File: config.mk
export PLATFORM = sky130hd
export DESIGN_NAME = msclk_gen
export DESIGN_NICKNAME = d
export VERILOG_FILES = /design/src/core/msclk_pkg.sv /design/src/core/msclk_gen.sv
export VERILOG_INCLUDE_DIRS = /design/src /design/src/core
export SDC_FILE = /design/constraint.sdc
export NUM_CORES = 1
export LEC_CHECK = 0
export BUFFER_PORTS_ARGS = -buffer_cell sky130_fd_sc_hd__buf_2
export CAP_MARGIN = 0
export CORE_ASPECT_RATIO = 1.75
export CORE_MARGIN = 2
export CORE_UTILIZATION = 55
export CTS_BUF_LIST = sky130_fd_sc_hd__clkbuf_4
export CTS_CLUSTER_SIZE = 16
export DETAILED_ROUTE_END_ITERATION = 8
export PLACE_DENSITY = 0.82
export REMOVE_ABC_BUFFERS = 1
export SETUP_SLACK_MARGIN = 0.4
export SYNTH_ARGS = -nofsm -noshare
export SYNTH_HDL_FRONTEND = slang
export SYNTH_SLANG_ARGS = --single-unit
File: constraint.sdc
create_clock -name mclk_i -period 3.4 [get_ports mclk_i]
set_input_delay 0.34 -clock mclk_i [delete_from_list [all_inputs] [get_ports mclk_i]]
set_output_delay 0.34 -clock mclk_i [all_outputs]
set_load 0.01 [all_outputs]
File: src/core/msclk_consts.svh
// Offsets, field positions, reset values and timing counts of the clock generator.
// Assumes a 40 MHz mclk and an 8-bit register port with a 3-bit word index.
`ifndef MSCLK_CONSTS_SVH
`define MSCLK_CONSTS_SVH
`define MSCLK_A_CTRL1 3'h0
`define MSCLK_A_CTRL2 3'h1
`define MSCLK_A_TRIM 3'h2
`define MSCLK_A_CTRL3 3'h3
`define MSCLK_A_STATUS 3'h4
`define MSCLK_A_CAUSE 3'h5
`define MSCLK_CTRL1_RST 8'h04
`define MSCLK_CTRL2_RST 8'h00
`define MSCLK_TRIM_RST 8'h80
`define MSCLK_CTRL3_RST 8'h00
`define MSCLK_B_IRSTOP 0
`define MSCLK_B_IROE 1
`define MSCLK_B_IRSEL 2
`define MSCLK_B_ERSTOP 1
`define MSCLK_B_LPD 2
`define MSCLK_B_EROE 3
`define MSCLK_B_RANGE 5
`define MSCLK_B_FINE 0
`define MSCLK_B_PLLSEL 1
`define MSCLK_B_CME 5
`define MSCLK_B_LOCKIE 7
`define MSCLK_B_LOCKF 7
`define MSCLK_B_LOC 0
`define MSCLK_IRC_HALF_BASE 10'h040
`define MSCLK_CLK_MHZ 40
`define MSCLK_LOC_HIGH_NS 4000
`define MSCLK_LOC_LOW_NS 40000
`define MSCLK_LOC_HIGH_CYC ((`MSCLK_LOC_HIGH_NS * `MSCLK_CLK_MHZ) / 1000)
`define MSCLK_LOC_LOW_CYC ((`MSCLK_LOC_LOW_NS * `MSCLK_CLK_MHZ) / 1000)
`endif

File: src/core/msclk_pkg.sv
// Types shared by the clock generator.
// Assumes nothing beyond a SystemVerilog compiler.
package msclk_pkg;
	typedef enum logic [2:0] {
		MSCLK_SRC_LOOP = 3'b001,
		MSCLK_SRC_IRC = 3'b010,
		MSCLK_SRC_EXT = 3'b100
	} msclk_src_t;
endpackage

File: src/core/msclk_gen.sv
// Clock generator control: source mux, bus divider, debug clock, references, monitor.
// Assumes mclk_i at 40 MHz; loop and external clocks arrive on pins much slower than mclk_i.
`timescale 1ns/1ps
`default_nettype none
`include "msclk_consts.svh"
module msclk_gen
	import msclk_pkg::*;
(
	input wire logic mclk_i, // System clock, 40 MHz.
	input wire logic rst_b_i, // Power-on reset, active low.
	input wire logic soft_rst_i, // Any other reset source, synchronous.
	input wire logic [2:0] addr_i, // Register index.
	input wire logic [7:0] wdata_i, // Write data.
	input wire logic wr_i, // Write strobe.
	input wire logic rd_i, // Read strobe.
	input wire logic stop_i, // Stop mode request.
	input wire logic ext_ref_i, // External reference clock pin.
	input wire logic fll_clk_i, // FLL oscillator output.
	input wire logic pll_clk_i, // PLL oscillator output.
	input wire logic pll_lock_i, // PLL lock indication.
	output logic [7:0] rdata_o, // Read data, cycle after read strobe.
	output logic main_clk_o, // Main generator output.
	output logic bus_clk_o, // Divided bus clock.
	output logic dbg_clk_o, // Debug half rate clock.
	output logic irc_aux_o, // Internal reference auxiliary clock.
	output logic ext_aux_o, // External reference auxiliary clock.
	output logic loop_ref_o, // Reference fed to the loops.
	output logic fll_en_o, // FLL enable.
	output logic pll_en_o, // PLL enable.
	output logic ext_osc_en_o, // External oscillator keep-running.
	output logic chip_rst_o, // Chip reset request on clock loss.
	output logic lock_irq_o // Lock interrupt request.
);
	logic [7:0] ctrl1_q;
	logic [7:0] ctrl2_q;
	logic [7:0] trim_q;
	logic fine_q;
	logic [7:0] ctrl3_q;
	logic [7:0] rdata_q;
	logic [3:0] s1_q;
	logic [3:0] s2_q;
	logic [3:0] s3_q;
	logic [3:0] pin_q;
	logic [9:0] irc_cnt_q;
	logic irc_q;
	logic [9:0] irc_half;
	logic irc_run;
	logic [1:0] clks;
	logic internal_ref_select;
	logic lpd;
	logic pll_sel;
	logic ext_mode;
	logic digital_oscillator;
	logic pll_use_q;
	logic dco_d1_q;
	logic dbg_q;
	msclk_src_t sel_q;
	msclk_src_t req;
	logic req_lvl;
	logic cur_lvl;
	logic mux_q;
	logic mux_d1_q;
	logic [2:0] div_q;
	logic bus_q;
	logic ext_d1_q;
	logic [11:0] loc_cnt_q;
	logic [11:0] loc_lim;
	logic loc_q;
	logic loc_hit;
	logic rst_req_q;
	logic lock_d1_q;
	logic lock_flag_q;
	logic irq_q;
	logic [5:0] aux_q;
	logic wr_lockf;

	// Pins pass three flops; the filtered copy moves only when the second and third agree.
	genvar gi;
	generate
		for (gi = 0; gi < 4; gi++) begin : g_sync
			always_ff @(posedge mclk_i or negedge rst_b_i) begin
				if (!rst_b_i) begin
					s1_q[gi] <= 1'b0;
					s2_q[gi] <= 1'b0;
					s3_q[gi] <= 1'b0;
					pin_q[gi] <= 1'b0;
				end else begin
					s1_q[gi] <= gi == 0 ? ext_ref_i : gi == 1 ? fll_clk_i :
						gi == 2 ? pll_clk_i : pll_lock_i;
					s2_q[gi] <= s1_q[gi];
					s3_q[gi] <= s2_q[gi];
					if (s2_q[gi] == s3_q[gi]) begin
						pin_q[gi] <= s3_q[gi];
					end
				end
			end
		end
	endgenerate

	assign clks = ctrl1_q[7:6];
	assign internal_ref_select = ctrl1_q[`MSCLK_B_IRSEL];
	assign lpd = ctrl2_q[`MSCLK_B_LPD];
	assign pll_sel = ctrl3_q[`MSCLK_B_PLLSEL];
	// External reference is in use by the loops or selected directly.
	assign ext_mode = (clks == 2'b10) || (!internal_ref_select && !lpd) || (!internal_ref_select && clks == 2'b00);
	assign digital_oscillator = pll_use_q ? pin_q[2] : pin_q[1];
	assign wr_lockf = wr_i && addr_i == `MSCLK_A_STATUS && wdata_i[`MSCLK_B_LOCKF];

	// Control registers; the period adjust survives every reset but power-on.
	always_ff @(posedge mclk_i or negedge rst_b_i) begin
		if (!rst_b_i) begin
			trim_q <= `MSCLK_TRIM_RST;
			fine_q <= 1'b0;
		end else if (wr_i && addr_i == `MSCLK_A_TRIM) begin
			trim_q <= wdata_i;
		end else if (wr_i && addr_i == `MSCLK_A_CTRL3) begin
			fine_q <= wdata_i[`MSCLK_B_FINE];
		end
	end

	always_ff @(posedge mclk_i or negedge rst_b_i) begin
		if (!rst_b_i) begin
			ctrl1_q <= `MSCLK_CTRL1_RST;
			ctrl2_q <= `MSCLK_CTRL2_RST;
			ctrl3_q <= `MSCLK_CTRL3_RST;
		end else if (soft_rst_i) begin
			ctrl1_q <= `MSCLK_CTRL1_RST;
			ctrl2_q <= `MSCLK_CTRL2_RST;
			ctrl3_q <= `MSCLK_CTRL3_RST;
		end else if (wr_i) begin
			case (addr_i)
				`MSCLK_A_CTRL1: begin
					ctrl1_q <= wdata_i;
				end
				`MSCLK_A_CTRL2: begin
					ctrl2_q <= wdata_i;
				end
				`MSCLK_A_CTRL3: begin
					ctrl3_q <= wdata_i;
				end
				default: begin
					ctrl1_q <= ctrl1_q;
				end
			endcase
		end
	end

	// Internal reference: half period grows with the nine-bit adjust value.
	assign irc_half = `MSCLK_IRC_HALF_BASE + {1'b0, trim_q, fine_q};
	// Runs unless stopped, or in stop when both keep and output enable are set.
	assign irc_run = !stop_i || (ctrl1_q[`MSCLK_B_IRSTOP] && ctrl1_q[`MSCLK_B_IROE]);

	always_ff @(posedge mclk_i or negedge rst_b_i) begin
		if (!rst_b_i) begin
			irc_cnt_q <= 10'h000;
			irc_q <= 1'b0;
		end else if (!irc_run) begin
			irc_cnt_q <= 10'h000;
		end else if (irc_cnt_q >= irc_half - 10'h001) begin
			irc_cnt_q <= 10'h000;
			irc_q <= ~irc_q;
		end else begin
			irc_cnt_q <= irc_cnt_q + 10'h001;
		end
	end

	// Source request from the select field; the loops take either reference.
	always_comb begin
		case (clks)
			2'b01: begin
				req = MSCLK_SRC_IRC;
			end
			2'b10: begin
				req = MSCLK_SRC_EXT;
			end
			default: begin
				req = MSCLK_SRC_LOOP;
			end
		endcase
		case (req)
			MSCLK_SRC_IRC: begin
				req_lvl = irc_q;
			end
			MSCLK_SRC_EXT: begin
				req_lvl = pin_q[0];
			end
			default: begin
				req_lvl = digital_oscillator;
			end
		endcase
		case (sel_q)
			MSCLK_SRC_IRC: begin
				cur_lvl = irc_q;
			end
			MSCLK_SRC_EXT: begin
				cur_lvl = pin_q[0];
			end
			default: begin
				cur_lvl = digital_oscillator;
			end
		endcase
	end

	// Switch only while old and new sources are both low, so no phase is cut short.
	always_ff @(posedge mclk_i or negedge rst_b_i) begin
		if (!rst_b_i) begin
			sel_q <= MSCLK_SRC_LOOP;
			mux_q <= 1'b0;
			mux_d1_q <= 1'b0;
		end else begin
			if (req != sel_q && !cur_lvl && !req_lvl) begin
				sel_q <= req;
			end
			mux_q <= stop_i ? 1'b0 : cur_lvl;
			mux_d1_q <= mux_q;
		end
	end

	// Bus divider counts source rising edges; the ratio select is used straight away.
	always_ff @(posedge mclk_i or negedge rst_b_i) begin
		if (!rst_b_i) begin
			div_q <= 3'h0;
			bus_q <= 1'b0;
		end else begin
			if (mux_q && !mux_d1_q) begin
				div_q <= div_q + 3'h1;
			end
			case (ctrl2_q[7:6])
				2'b00: begin
					bus_q <= mux_q;
				end
				2'b01: begin
					bus_q <= div_q[0];
				end
				2'b10: begin
					bus_q <= div_q[1];
				end
				default: begin
					bus_q <= div_q[2];
				end
			endcase
		end
	end

	// Oscillator choice follows the PLL select only while both loops are low.
	always_ff @(posedge mclk_i or negedge rst_b_i) begin
		if (!rst_b_i) begin
			pll_use_q <= 1'b0;
		end else if (pll_sel != pll_use_q && !pin_q[1] && !pin_q[2]) begin
			pll_use_q <= pll_sel;
		end
	end

	// Debug clock toggles on each oscillator rising edge, in FLL and PLL alike.
	always_ff @(posedge mclk_i or negedge rst_b_i) begin
		if (!rst_b_i) begin
			dco_d1_q <= 1'b0;
			dbg_q <= 1'b0;
		end else begin
			dco_d1_q <= digital_oscillator;
			if (digital_oscillator && !dco_d1_q) begin
				dbg_q <= ~dbg_q;
			end
		end
	end

	// Clock monitor: too long without an external edge means the reference is lost.
	assign loc_lim = ctrl2_q[`MSCLK_B_RANGE] ? 12'(`MSCLK_LOC_HIGH_CYC) :
		12'(`MSCLK_LOC_LOW_CYC);
	// A loss event in this cycle; it wins over a clear of the flag in the same cycle.
	assign loc_hit = ctrl3_q[`MSCLK_B_CME] && !(pin_q[0] && !ext_d1_q) && !soft_rst_i &&
		loc_cnt_q >= loc_lim;

	always_ff @(posedge mclk_i or negedge rst_b_i) begin
		if (!rst_b_i) begin
			ext_d1_q <= 1'b0;
			loc_cnt_q <= 12'h000;
			loc_q <= 1'b0;
			rst_req_q <= 1'b0;
		end else begin
			ext_d1_q <= pin_q[0];
			rst_req_q <= 1'b0;
			if (!ctrl3_q[`MSCLK_B_CME] || (pin_q[0] && !ext_d1_q) || soft_rst_i) begin
				loc_cnt_q <= 12'h000;
			end else if (loc_cnt_q >= loc_lim) begin
				loc_cnt_q <= 12'h000;
				loc_q <= 1'b1;
				rst_req_q <= 1'b1;
			end else begin
				loc_cnt_q <= loc_cnt_q + 12'h001;
			end
			if (wr_i && addr_i == `MSCLK_A_CAUSE && wdata_i[`MSCLK_B_LOC] && !loc_hit) begin
				loc_q <= 1'b0;
			end
		end
	end

	// Lock detector: rising lock sets a sticky flag; a new event wins over a clear.
	always_ff @(posedge mclk_i or negedge rst_b_i) begin
		if (!rst_b_i) begin
			lock_d1_q <= 1'b0;
			lock_flag_q <= 1'b0;
			irq_q <= 1'b0;
		end else begin
			lock_d1_q <= pin_q[3];
			if (pin_q[3] && !lock_d1_q) begin
				lock_flag_q <= 1'b1;
			end else if (wr_lockf || soft_rst_i) begin
				lock_flag_q <= 1'b0;
			end
			irq_q <= lock_flag_q && ctrl3_q[`MSCLK_B_LOCKIE];
		end
	end

	// Auxiliary outputs, loop enables and loop reference.
	always_ff @(posedge mclk_i or negedge rst_b_i) begin
		if (!rst_b_i) begin
			aux_q <= 6'h00;
		end else begin
			aux_q[0] <= ctrl1_q[`MSCLK_B_IROE] && irc_run && irc_q;
			aux_q[1] <= ctrl2_q[`MSCLK_B_EROE] && pin_q[0];
			aux_q[2] <= internal_ref_select ? irc_q : pin_q[0];
			aux_q[3] <= !stop_i && !pll_sel && (clks == 2'b00 || !lpd);
			aux_q[4] <= !stop_i && pll_sel && (clks == 2'b00 || !lpd);
			aux_q[5] <= !stop_i || ext_mode ||
				(ctrl2_q[`MSCLK_B_ERSTOP] && ctrl2_q[`MSCLK_B_EROE]);
		end
	end

	// Register read port, data one cycle after the strobe.
	always_ff @(posedge mclk_i or negedge rst_b_i) begin
		if (!rst_b_i) begin
			rdata_q <= 8'h00;
		end else if (rd_i) begin
			case (addr_i)
				`MSCLK_A_CTRL1: begin
					rdata_q <= ctrl1_q;
				end
				`MSCLK_A_CTRL2: begin
					rdata_q <= ctrl2_q;
				end
				`MSCLK_A_TRIM: begin
					rdata_q <= trim_q;
				end
				`MSCLK_A_CTRL3: begin
					rdata_q <= {ctrl3_q[7:1], fine_q};
				end
				`MSCLK_A_STATUS: begin
					rdata_q <= {lock_flag_q, pin_q[3], 1'b0, sel_q, 1'b0, internal_ref_select};
				end
				`MSCLK_A_CAUSE: begin
					rdata_q <= {7'h00, loc_q};
				end
				default: begin
					rdata_q <= 8'h00;
				end
			endcase
		end else begin
			rdata_q <= 8'h00;
		end
	end

	assign rdata_o = rdata_q;
	assign main_clk_o = mux_q;
	assign bus_clk_o = bus_q;
	assign dbg_clk_o = dbg_q;
	assign irc_aux_o = aux_q[0];
	assign ext_aux_o = aux_q[1];
	assign loop_ref_o = aux_q[2];
	assign fll_en_o = aux_q[3];
	assign pll_en_o = aux_q[4];
	assign ext_osc_en_o = aux_q[5];
	assign chip_rst_o = rst_req_q;
	assign lock_irq_o = irq_q;
endmodule
`default_nettype wire

==> out/results.tsv, run 1 <==
stage	metric	value	unit
clocking	root buffer cell	clkbuf_4	
route	post-DR vias/cell	5.61	
layout	fin nets	531	
setup_path	Setup crit end kind	register	
logic_synthesis	top-area cell type share of the netlist area	51.4	%
route	drt drc	0	
setup_path	CP Max Fanout	10	
logic_synthesis	Synth area leader	dfrtp_1	
logic_synthesis	ys async rst share	100	%
setup_path	WP data required	3.80	ns
floorplan	initial core utilization	56.5	%
power	PD cells	456	nW/um2
route	final WL	9990	um
clocking	Post-CTS Setup Bufs	0	
floorplan	die area	9650	um2
power	Peak VDD IR	0.000310	V
clocking	CTS H-tree depth	3	
route	wire length per cell	16.4	um
job	max_cap viols	0	
layout	Area Overhead vs Synth	9.67	%
sta	max_slew headroom	48.6	%
placement	port bufs	39	
floorplan	# rows	45	
logic_synthesis	Top FF cell, synth	dfrtp_1	
clocking	clk sinks	103	
route	Initial DRT Pass Iterations	6	
floorplan	Die X-Extent	75.1	um
global_route	grt ovf	0	
sta	Tcrit/Tclk final	81.8	%
floorplan	die extent in y	128	um
sta	fmax	0.360	GHz
layout	Layout Utilization	62.0	%
route	drt initial violations	217	
clocking	CTS buffer count	9	
sta	Final Max Tran Viols	0	
logic_synthesis	Post-Syn Area per Cell	11.1	um2
layout	share of cells above drive strength 1	16.7	%
clocking	Clock transition at path regs	0.16	ns
logic_synthesis	Synth Instances	440	
clocking	CTS tree	yes	
setup_path	CP Data Arrival Time	3.18	ns
sta	Tightest Pin Transition	0.771	ns
logic_synthesis	synth unique cells	53	
sta	setup TNS	0	ns
logic_synthesis	Post-synth EDFFs	0	
run_status	outcome	finished clean	
sta	final hold vios	0	
clocking	maximum root-to-sink buffer count	2	
global_route	initial antenna violation count	1	
global_route	GRT Overall Usage	22.9	%
placement	placed wire-length estimate	7460	um
min_path	Hold WC Path Type	input port to register	
logic_synthesis	register area share after synthesis	53.0	%
route	via count	3409	
logic_synthesis	Cell Area, Synth	4870	um2
logic_synthesis	top post-synthesis cells by area	dfrtp_1 51%, ha_1 6.4%, nand2_1 3.8%	
sta	Final Setup Violations	0	
setup_path	crit start category	register	
sta	post-layout minimum cycle time	2.78	ns
sta	clk_skew	0.0177	ns
layout	most common cell after layout, fill and taps aside	dfrtp_1	
layout	Cell Count, Final, Fillers Out	608	
global_route	vias in the first global route	3401	
floorplan	Core Area	8610	um2
sta	RSZ-0062 raised after global routing	false	
placement	RePlAce Congestion	0.878	
layout	leading cell types in the layout, fill and taps excluded	100 x dfrtp_1, 49 x nand2_1, 43 x nor2_1	
logic_synthesis	Synth warnings	0	
floorplan	io pins	40	
logic_synthesis	Synth Register Bits	103	
power	Leakage	0.00241	uW
setup_path	Crit Path Category	register to register	
clocking	Clk Latency, worst-skew pair	0.47	ns
global_route	pin count of the biggest net entering global routing	64	
placement	Cells after DPL	586	
route	Routed Antenna Nets	0	
global_route	first-pass GRT wire length	16300	um
-- metrics by stage --
step	hold WS (ns)	cell area (um2)	total power (uW)	setup WS [ns]
4_1_cts	0.0379	5340	2450	0.628
3_5_place_dp	0.336	5170	1910	0.655
5_1_grt	0.0496	5340	2560	0.418
2_1_floorplan	0.0444	4810	1730	0.972
3_3_place_gp	0.333	5170	1870	0.783
6_report	0.0564	5340	2430	0.620
-- power breakdown --
part	internal, uW	switching, uW
clock network	153	395
logic	209	224
registers	1340	114
-- flip-flops by register name, summed over array words and instances (netlist names), 6 cells and up --
signal / count
aux_q: 6
ctrl3_q: 7
loc_cnt_q: 12
ctrl1_q: 8
trim_q: 8
irc_cnt_q: 10
rdata_o: 8
ctrl2_q: 8
-- worst max-delay path, cell delays in order, from the launching register on --
cell and delay (ns):
dfrtp_1 0.46, nor4_1 0.37, nand2_1 0.13, nand2_1 0.10, xor2_1 0.17, ha_1 0.27, a211oi_1 0.25, o21bai_1 0.11
or4b_1 0.65, nor2_1 0.19
-- metal layers --
layer	wire length [um]	track usage [%]
met1	3820	26.6
met2	5390	38.5
met3	426	4.31
met4	349	12.8
met5	0	0
-- cells by family after synthesis --
| logic type | Yosys count | synth area share (%) |
|---|---|---|
| simple gates | 157 | 15.6 |
| flops | 103 | 53.0 |
| compound gates | 55 | 7.33 |
| mux | 34 | 8.66 |
| xor+xnor | 31 | 5.58 |
| buf+inv | 31 | 2.57 |
| fa+ha+maj | 29 | 7.25 |
-- synthesized netlist by cell type, types with 2 or more instances --
cell	instances
mux4_2	5
and3_1	6
nand3b_1	3
xor2_1	14
mux2_2	12
a21o_1	2
nand2b_1	11
nand3_1	14
o22ai_1	4
o21ai_0	7
a22oi_1	2
nand4_1	3
and3b_1	2
dfrtp_1	100
a21boi_0	3
a211oi_1	2
nor3_1	5
dfstp_2	3
mux2_1	3
buf_2	4
inv_1	19
a211o_1	2
nor2_1	43
a21oi_1	22
and2_1	6
maj3_1	4
nor4_1	2
mux2i_1	14
ha_1	25
clkbuf_1	6
nor2b_1	5
o32ai_1	2
xnor2_1	17
nand2_1	49
-- final cells by class --
class                      instances  area, um2
antenna                            1       2.50
clock buffer                      10       75.1
tap                              117        146
clock inverter                     6       37.5
multi-input combinational        306       2160
sequential                       103       2580
fill                             704       3280
timing repair buffer              46        263
inverter                          19       71.3
-- timing repair --
item | in CTS | in global routing
hold buffers | 5 | 0
hold endpoints to repair | 63 | 0
gates resized for setup | 0 | 0
-- final timing paths --
| path | startpoint | endpoint | slack (ns) | cells past startpoint |
|---|---|---|---|---|
| setup / recovery | trim_q[3] | irc_cnt_q[4] | 0.62 | 9 |
| hold / removal | stop_i | aux_q[3] | 0.06 | 2 |
| setup reg to reg | trim_q[3] | irc_cnt_q[4] | 0.62 | 9 |
| hold reg to reg | s1_q[0] | s2_q[0] | 0.37 | 0 |
| max in group asynchronous | rst_b_i | sel_q[0] | 2.11 | 3 |
| min in group asynchronous | rst_b_i | s3_q[0] | 0.48 | 2 |
Note: power is estimated with default switching activity, not from simulation.
==> inputs of run 2 (changes only) <==
--- a/config.mk
+++ b/config.mk
@@ -6,6 +6,7 @@
 export SDC_FILE = /design/constraint.sdc
 export NUM_CORES = 1
 export LEC_CHECK = 0
+export ABC_AREA = 1
 export BUFFER_PORTS_ARGS = -buffer_cell sky130_fd_sc_hd__buf_2
 export CAP_MARGIN = 0
 export CORE_ASPECT_RATIO = 1.75
==> constraint.sdc (replaced) <==
create_clock -name mclk_i -period 2.9 [get_ports mclk_i]
set_input_delay 0.29 -clock mclk_i [delete_from_list [all_inputs] [get_ports mclk_i]]
set_output_delay 0.29 -clock mclk_i [all_outputs]
set_load 0.01 [all_outputs]
==> run 2 against run 1 <==
  * Non-clock buffer count down 1
  * Utilization barely moved
  * Fmax grew 18%
  * Clock power grew 29%
  * Wire length is 8.6% higher
  * Sequential share of layout area fell by 1.9 points
  * Design area increased by 4.1%
  * Via count grew 16%
  * Clock-buffer cell count down 1
  * Flip-flop and latch count unchanged
  * Critical path type unchanged
  * Critical endpoint unchanged
  * Largest cell class unchanged
  * Highest routed layer unchanged
==> out/results.tsv, run 2 <==
stage	metric	value	unit	change
global_route	GR Layer Usage met1	23.6	%	was 26.6%
placement	Cells after DPL	725		was 586
logic_synthesis	Post-synth EDFFs	0		unchanged
logic_synthesis	post-synthesis compound-gate area fraction	8.36	%	was 7.33%
sta	final setup margin	0.552	ns	was 0.620 ns
power	Logic pwr share	23.2	%	was 17.8%
placement	Setup Slack @ Placement	0.569	ns	was 0.655 ns
clocking	clk sinks	103		unchanged
layout	Top reg by flops	loc_cnt_q		unchanged
logic_synthesis	Synth Instances	570		was 440
route	Initial DRT Pass Iterations	7		was 6
power	PD cells	578	nW/um2	was 456 nW/um2
placement	RePlAce Congestion	0.877		was 0.878
layout	share of cells above drive strength 1	14.7	%	was 16.7%
logic_synthesis	Synth Register Bits	103		unchanged
layout	largest registers	loc_cnt_q: 12 flops, irc_cnt_q: 10 flops		unchanged
setup_path	CP Data Arrival Time	2.75	ns	was 3.18 ns
logic_synthesis	mux cell area share after synthesis	0.223	%	was 8.66%
clocking	CTS H-tree depth	3		unchanged
logic_synthesis	simple-gate share of the synthesized area	22.2	%	was 15.6%
setup_path	Crit Path Category	register to register		unchanged
global_route	initial antenna violation count	1		unchanged
setup_path	FF-to-FF End	irc_cnt_q[4]		unchanged
clocking	CTS buffer count	9		unchanged
clocking	CTS tree	yes		unchanged
sta	Tcrit/Tclk final	81.0	%	was 81.8%
global_route	met2 GRT Util	42.9	%	was 38.5%
global_route	grt ovf	0		unchanged
sta	Final Setup Violations	0		unchanged
placement	placed wire-length estimate	8380	um	was 7460 um
layout	leading cell types in the layout, fill and taps excluded	135 x nand2_1, 100 x dfrtp_1, 72 x nor2_1		was 100 x dfrtp_1, 49 x nand2_1, 43 x nor2_1
sta	Tightest Pin Transition	0.740	ns	was 0.771 ns
clocking	Clk Latency, worst-skew pair	0.47	ns	about the same
logic_synthesis	Synth warnings	0		unchanged
layout	Largest register FFs	12		unchanged
setup_path	CP Max Fanout	8		was 10
min_path	Hold WC Path Type	input port to register		unchanged
min_path	Hold EP	aux_q[3]		unchanged
setup_path	Setup crit end kind	register		unchanged
global_route	GRT Overall Usage	23.4	%	was 22.9%
logic_synthesis	synth unique cells	36		was 53
power	switch share	35.0	%	was 30.1%
floorplan	io pins	40		unchanged
layout	most common cell after layout, fill and taps aside	nand2_1		was dfrtp_1
route	drt drc	0		unchanged
logic_synthesis	Post-synth top cells	135 x nand2_1, 100 x dfrtp_1, 72 x nor2_1		was 100 x dfrtp_1, 49 x nand2_1, 43 x nor2_1
sta	max_slew headroom	50.7	%	was 48.6%
logic_synthesis	Adder-Cell Fraction of Synth Area	6.99	%	was 7.25%
placement	port bufs	39		unchanged
logic_synthesis	Top FF cell, synth	dfrtp_1		unchanged
route	Routed Antenna Nets	0		unchanged
layout	Area Overhead vs Synth	10.2	%	was 9.67%
setup_path	R2R depth	11		was 9
logic_synthesis	top-count cell post-synth	nand2_1		was dfrtp_1
setup_path	crit start category	register		unchanged
global_route	pin count of the biggest net entering global routing	60		was 64
floorplan	die area	9990	um2	was 9650 um2
logic_synthesis	Cell Area, Synth	5050	um2	was 4870 um2
logic_synthesis	register area share after synthesis	51.2	%	was 53.0%
run_status	outcome	finished clean		unchanged
global_route	first-pass GRT wire length	18100	um	was 16300 um
floorplan	initial core utilization	56.2	%	was 56.5%
logic_synthesis	xor/xnor cell area share of the yosys netlist	4.34	%	was 5.58%
sta	post-layout minimum cycle time	2.35	ns	was 2.78 ns
global_route	met3 global-route usage	3.78	%	was 4.31%
clocking	root buffer cell	clkbuf_4		unchanged
route	post-DR vias/cell	5.29		was 5.61
power	Psw	1130	uW	was 733 uW
route	via count	3954		was 3409
setup_path	WP data required	3.30	ns	was 3.80 ns
power	Clk network pwr share	22.1	%	was 22.5%
floorplan	# rows	46		was 45
floorplan	Core Area	8980	um2	was 8610 um2
power	Leakage	0.00277	uW	was 0.00241 uW
clocking	maximum root-to-sink buffer count	2		unchanged
route	final WL	10800	um	was 9990 um
setup_path	reg-to-reg slack, setup	0.55	ns	was 0.62 ns
clocking	Post-CTS Setup Bufs	0		unchanged
logic_synthesis	Post-Syn Area per Cell	8.85	um2	was 11.1 um2
layout	fin nets	667		was 531
floorplan	Die X-Extent	76.4	um	was 75.1 um
sta	fmax	0.426	GHz	was 0.360 GHz
layout	Cell Count, Final, Fillers Out	747		was 608
clocking	Clock transition at path regs	0.16	ns	about the same
route	wire length per cell	14.5	um	was 16.4 um
min_path	Hold Crit Depth	2		unchanged
logic_synthesis	ys async rst share	100	%	unchanged
logic_synthesis	top-area cell type share of the netlist area	49.6	%	was 51.4%
setup_path	Reg-to-Reg Start	fine_q		was trim_q[3]
logic_synthesis	top post-synthesis cells by area	dfrtp_1 50%, nand2_1 10%, ha_1 6.2%		was dfrtp_1 51%, ha_1 6.4%, nand2_1 3.8%
global_route	vias in the first global route	4022		was 3401
sta	clk_skew	0.0131	ns	was 0.0177 ns
job	max_cap viols	0		unchanged
sta	Final Max Tran Viols	0		unchanged
logic_synthesis	Synth area leader	dfrtp_1		unchanged
global_route	Top Usage Layer GRT	met2		unchanged
power	internal power	2090	uW	was 1700 uW
power	Peak VDD IR	0.000305	V	was 0.000310 V
layout	Fillers	771		was 704
sta	final hold vios	0		unchanged
min_path	HP Start	stop_i		unchanged
power	power share of the sequential group	54.8	%	was 59.7%
floorplan	die extent in y	131	um	was 128 um
sta	RSZ-0062 raised after global routing	false		unchanged
sta	setup TNS	0	ns	unchanged
route	drt initial violations	295		was 217
logic_synthesis	largest family of logic cells by synthesized area	simple AND/OR/NAND/NOR gates		unchanged
==> run 2: cell count changes in the layout (fill, tap and decap cells not counted), sizes merged, moves of 6 or more <==
cell	before	now
a21oi	22	8
mux2	15	1
and3	6	0
inv	19	81
nor2	44	76
nand3	14	32
and2	6	0
xnor2	17	6
mux2i	14	0
o21ai	8	40
nand2	49	141
nand2b	11	0
==> run 2: logic make-up (layout without fill, tap and decap cells) <==
group	after synthesis	count (layout)
adder cells (fa/ha/maj)	29	29
multiplexers	1	1
flip-flops	103	103
other	0	1
buffers and inverters	83	139
AO/OA/AOI/OAI	65	65
AND/OR/NAND/NOR	264	264
XOR/XNOR	25	25
==> run 2: critical path, stage by stage (launching register included) <==
cell and delay [ns]:
dfrtp_1 0.45, inv_1 0.11, ha_2 0.21, nand4_1 0.16, nand2_1 0.11, xor2_1 0.18
ha_1 0.25, nand2_1 0.09, a21oi_1 0.05, nor2_1 0.16, nand4_1 0.30, nor2_1 0.19
==> run 2: worst max path at each step <==
stage / from / endpoint / slack, ns / depth (start not counted)
final: fine_q / irc_cnt_q[4] / 0.55 / 11
after global routing: fine_q / irc_cnt_q[1] / 0.41 / 11
after CTS: fine_q / irc_cnt_q[4] / 0.54 / 11
after detailed placement: fine_q / irc_cnt_q[4] / 0.57 / 11
after global placement: trim_q[1] / irc_cnt_q[0] / 0.76 / 10
after floorplan: trim_q[1] / irc_cnt_q[9] / 0.92 / 10
==> run 2: what timing repair did <==
| action | CTS | global route |
|---|---|---|
| endpoints found under the hold margin | 60 | 0 |
| endpoints found under the setup margin | 0 | 6 |
| gates resized for setup | 0 | 1 |
| hold buffers | 5 | 0 |
==> run 2: layout make-up <==
cell class	instances	area, um2	share of cell area [%]
diodes	1	2.50	0.0450
inverters	78	298	5.36
clock inverters	7	66.3	1.19
clock buffers	9	67.6	1.22
multi-input cells	384	2130	38.2
repair buffers	45	268	4.82
flip-flops and latches	103	2580	46.4
well taps	120	150	2.70
==> run 2: power groups by stage <==
stage               clock, uW  sequential, uW  combinational, uW
finish                    709            1760                744
global route              790            1790                854
CTS                       723            1760                750
detailed placement          0            1780                740
global placement            0            1770                696
floorplan                   0            1760                490
==> run 2: layer usage <==
metal | wire length [um] | up-vias
met2 | 5760 | 113
met3 | 356 | 55
li1 | - | 1921
met5 | 0 | -
met1 | 3970 | 1865
met4 | 761 | 0
==> run 2: stage by stage <==
step / total power, uW / hold WS [ns] / instance area (um2) / util (%)
floorplan: 2250 / -0.00559 / 5000 / -
global placement: 2470 / 0.333 / 5370 / 59.8
detailed placement: 2520 / 0.335 / 5370 / 59.8
CTS: 3230 / 0.0290 / 5550 / 61.9
global route: 3430 / 0.0352 / 5560 / 61.9
finish: 3220 / 0.0461 / 5560 / 61.9
==> inputs of run 3 (changes only) <==
--- a/config.mk
+++ b/config.mk
@@ -15,7 +15,7 @@
 export CTS_BUF_LIST = sky130_fd_sc_hd__clkbuf_4
 export CTS_CLUSTER_SIZE = 16
 export DETAILED_ROUTE_END_ITERATION = 8
-export PLACE_DENSITY = 0.82
+export PLACE_DENSITY = 0.85
 export REMOVE_ABC_BUFFERS = 1
 export SETUP_SLACK_MARGIN = 0.4
 export SYNTH_ARGS = -nofsm -noshare
==> constraint.sdc (replaced) <==
create_clock -name mclk_i -period 1.9 [get_ports mclk_i]
set_input_delay 0.19 -clock mclk_i [delete_from_list [all_inputs] [get_ports mclk_i]]
set_output_delay 0.19 -clock mclk_i [all_outputs]
set_load 0.01 [all_outputs]
==> run 3 against run 2 <==
  * The flow now finishes with violations (setup timing)
  * Utilization increased by 8.0 points
  * Global-route usage increased by 3.1 points
  * Sequential power increased by 53%
  * Worst setup slack got worse by 0.92 ns
  * Clock-buffer cell count unchanged
  * Die area unchanged
  * First-iteration DRC count increased by 42%
  * Critical endpoint is now irc_q
  * Fmax increased by 3.7%
  * Design area increased by 13%
  * Register-to-register slack got worse by 0.92 ns
  * Largest cell class unchanged
  * Clock skew increased by 0.0065 ns
==> out/results.tsv, run 3 (synthesized netlist as in run 2, its figures left out) <==
stage	metric	value	unit	change
run_status	outcome	complete, but fails checks		was finished clean
run_status	failing checks	setup timing		
floorplan	Core Area	8980	um2	unchanged
placement	placed wire-length estimate	8940	um	was 8380 um
sta	fmax	0.442	GHz	was 0.426 GHz
sta	final hold vios	0		unchanged
setup_path	reg-to-reg slack, setup	-0.36	ns	was 0.55 ns
route	wire length per cell	16.9	um	was 14.5 um
route	Routed Antenna Nets	0		unchanged
setup_path	crit start category	register		unchanged
power	PD cells	862	nW/um2	was 578 nW/um2
placement	placed cell area	5510	um2	was 5370 um2
layout	leading cell types in the layout, fill and taps excluded	115 x nand2_1, 99 x dfrtp_1, 63 x inv_1		was 135 x nand2_1, 100 x dfrtp_1, 72 x nor2_1
floorplan	die area	9990	um2	unchanged
route	drt initial violations	420		was 295
min_path	Hold Crit Depth	3		was 2
sta	Final Max Tran Viols	0		unchanged
global_route	pin count of the biggest net entering global routing	42		was 60
sta	Final Setup Violations	11		was 0
job	max_cap viols	0		unchanged
clocking	clk sinks	103		unchanged
sta	clk_skew	0.0196	ns	was 0.0131 ns
setup_path	Crit Path Category	register to register		unchanged
min_path	HP Start	wdata_i[3]		was stop_i
power	total power	5410	uW	was 3220 uW
power	Peak VDD IR	0.000637	V	was 0.000305 V
global_route	vias in the first global route	4541		was 4022
clocking	CTS tree	yes		unchanged
placement	RePlAce Congestion	0.881		was 0.877
sta	setup TNS	-3.55	ns	was 0 ns
setup_path	most used cell, CP	nand2_1		
global_route	GRT Overall Usage	26.6	%	was 23.4%
sta	post-layout minimum cycle time	2.26	ns	was 2.35 ns
clocking	root buffer cell	clkbuf_4		unchanged
layout	largest registers	loc_cnt_q: 12 flops, irc_cnt_q: 10 flops		unchanged
placement	port bufs	39		unchanged
setup_path	R2R depth	13		was 11
route	Initial DRT Pass Iterations	5		was 7
setup_path	CP Data Arrival Time	2.69	ns	was 2.75 ns
setup_path	FF-to-FF End	irc_q		was irc_cnt_q[4]
setup_path	slowest stage delay, CP	0.46	ns	was 0.45 ns
clocking	Clock transition at path regs	0.16	ns	about the same
power	Leakage	0.00302	uW	was 0.00277 uW
route	final WL	13400	um	was 10800 um
layout	Fillers	643		was 771
clocking	Clk Latency, worst-skew pair	0.48	ns	was 0.47 ns
layout	Largest register FFs	12		unchanged
floorplan	initial core utilization	56.2	%	unchanged
floorplan	# rows	46		unchanged
min_path	Hold EP	trim_q[3]		was aux_q[3]
layout	Area Overhead vs Synth	24.4	%	was 10.2%
clocking	maximum root-to-sink buffer count	2		unchanged
clocking	CTS buffer count	9		unchanged
layout	share of cells above drive strength 1	30.6	%	was 14.7%
placement	Cells after DPL	745		was 725
layout	most common cell after layout, fill and taps aside	nand2_1		unchanged
setup_path	crit-path cells	nor2_1 -> nand3_2 -> nand2_2 -> xor2_1 -> ha_1 -> nand2_2 -> a21oi_2 -> nor2_1 -> buf_4 -> nand3_2 -> nand2_1 -> nand2_1 -> nand2_1		was inv_1 -> ha_2 -> nand4_1 -> nand2_1 -> xor2_1 -> ha_1 -> nand2_1 -> a21oi_1 -> nor2_1 -> nand4_1 -> nor2_1
global_route	grt ovf	0		unchanged
sta	Tcrit/Tclk final	119	%	was 81.0%
layout	Top reg by flops	loc_cnt_q		unchanged
min_path	Hold WC Path Type	input port to register		unchanged
route	via count	4442		was 3954
setup_path	delay-heaviest family, CP	simple AND/OR/NAND/NOR gates		unchanged
floorplan	Die X-Extent	76.4	um	unchanged
route	post-DR vias/cell	5.60		was 5.29
setup_path	Setup crit end kind	register		unchanged
setup_path	Crit path buffers/inverters	1		unchanged
clocking	CTS H-tree depth	3		unchanged
layout	fin nets	714		was 667
setup_path	slowest stage cell, crit path	dfrtp_1		unchanged
layout	Antenna diodes	0		was 1
setup_path	Reg-to-Reg Start	trim_q[2]		was fine_q
floorplan	io pins	40		unchanged
sta	max_slew headroom	63.9	%	was 50.7%
sta	RSZ-0062 raised after global routing	true		was false
sta	final setup margin	-0.363	ns	was 0.552 ns
floorplan	die extent in y	131	um	unchanged
global_route	initial antenna violation count	0		was 1
setup_path	CP Max Fanout	4		was 8
setup_path	WP data required	2.33	ns	was 3.30 ns
setup_path	CP Depth	13		was 11
route	drt drc	0		unchanged
layout	Final Cell Area	6280	um2	was 5560 um2
global_route	first-pass GRT wire length	20600	um	was 18100 um
sta	Tightest Pin Transition	0.541	ns	was 0.740 ns
layout	Cell Count, Final, Fillers Out	793		was 747
[run 3: how the worst max path moves through the flow]
stage	startpoint	endpoint
floorplan	trim_q[1]	irc_cnt_q[9]
finish	trim_q[2]	irc_q
CTS	fine_q	irc_cnt_q[6]
global placement	trim_q[0]	irc_q
global route	trim_q[2]	irc_q
detailed placement	trim_q[0]	irc_cnt_q[4]
[run 3: power breakdown]
group	total [uW]	internal (uW)	switching [uW]	leakage, uW
logic	1660	676	986	0.00164
clock network	1050	282	764	0.0000585
registers	2700	2470	233	0.00132
[run 3: worst min-delay path: cells and delay by family]
| kind | cells | cell delay [ns] |
|---|---|---|
| buf+inv | 2 | 0.20 |
| compound gates | 1 | 0.07 |
[run 3: layout make-up]
| cell class | count | area (um2) | share of cell area [%] |
|---|---|---|---|
| clock buffers | 9 | 67.6 | 1.08 |
| inverters | 78 | 305 | 4.86 |
| flip-flops and latches | 103 | 2580 | 41.1 |
| repair buffers | 92 | 649 | 10.3 |
| multi-input cells | 384 | 2470 | 39.3 |
| well taps | 120 | 150 | 2.39 |
| clock inverters | 7 | 55.1 | 0.877 |
[run 3: timing repair]
| action | 4_1_cts | 5_1_grt |
|---|---|---|
| endpoints found under the setup margin | 28 | 29 |
| resized for setup | 50 | 52 |
| pin swaps | 20 | 27 |
| cloned | 1 | 0 |
| endpoints found under the hold margin | 47 | 0 |
| hold buffers | 11 | 0 |
| buffers inserted | 14 | 6 |
[run 3: stage by stage]
stage / util [%] / setup WS, ns / hold slack, ns
6_report: 69.9 / -0.363 / 0.00797
5_1_grt: 69.9 / -0.498 / 0.00992
4_1_cts: 67.4 / -0.164 / 0.00608
3_5_place_dp: 61.3 / -0.240 / 0.198
3_3_place_gp: 61.3 / -0.0869 / 0.196
2_1_floorplan: - / -0.0765 / -0.106
[run 3: per-layer routing]
metal	GRT usage, %	vias up	wire length, um
met1	25.0	2122	4490
met3	4.12	102	592
met5	0	-	0
li1	-	2009	-
met4	22.9	0	1260
met2	49.9	209	7060
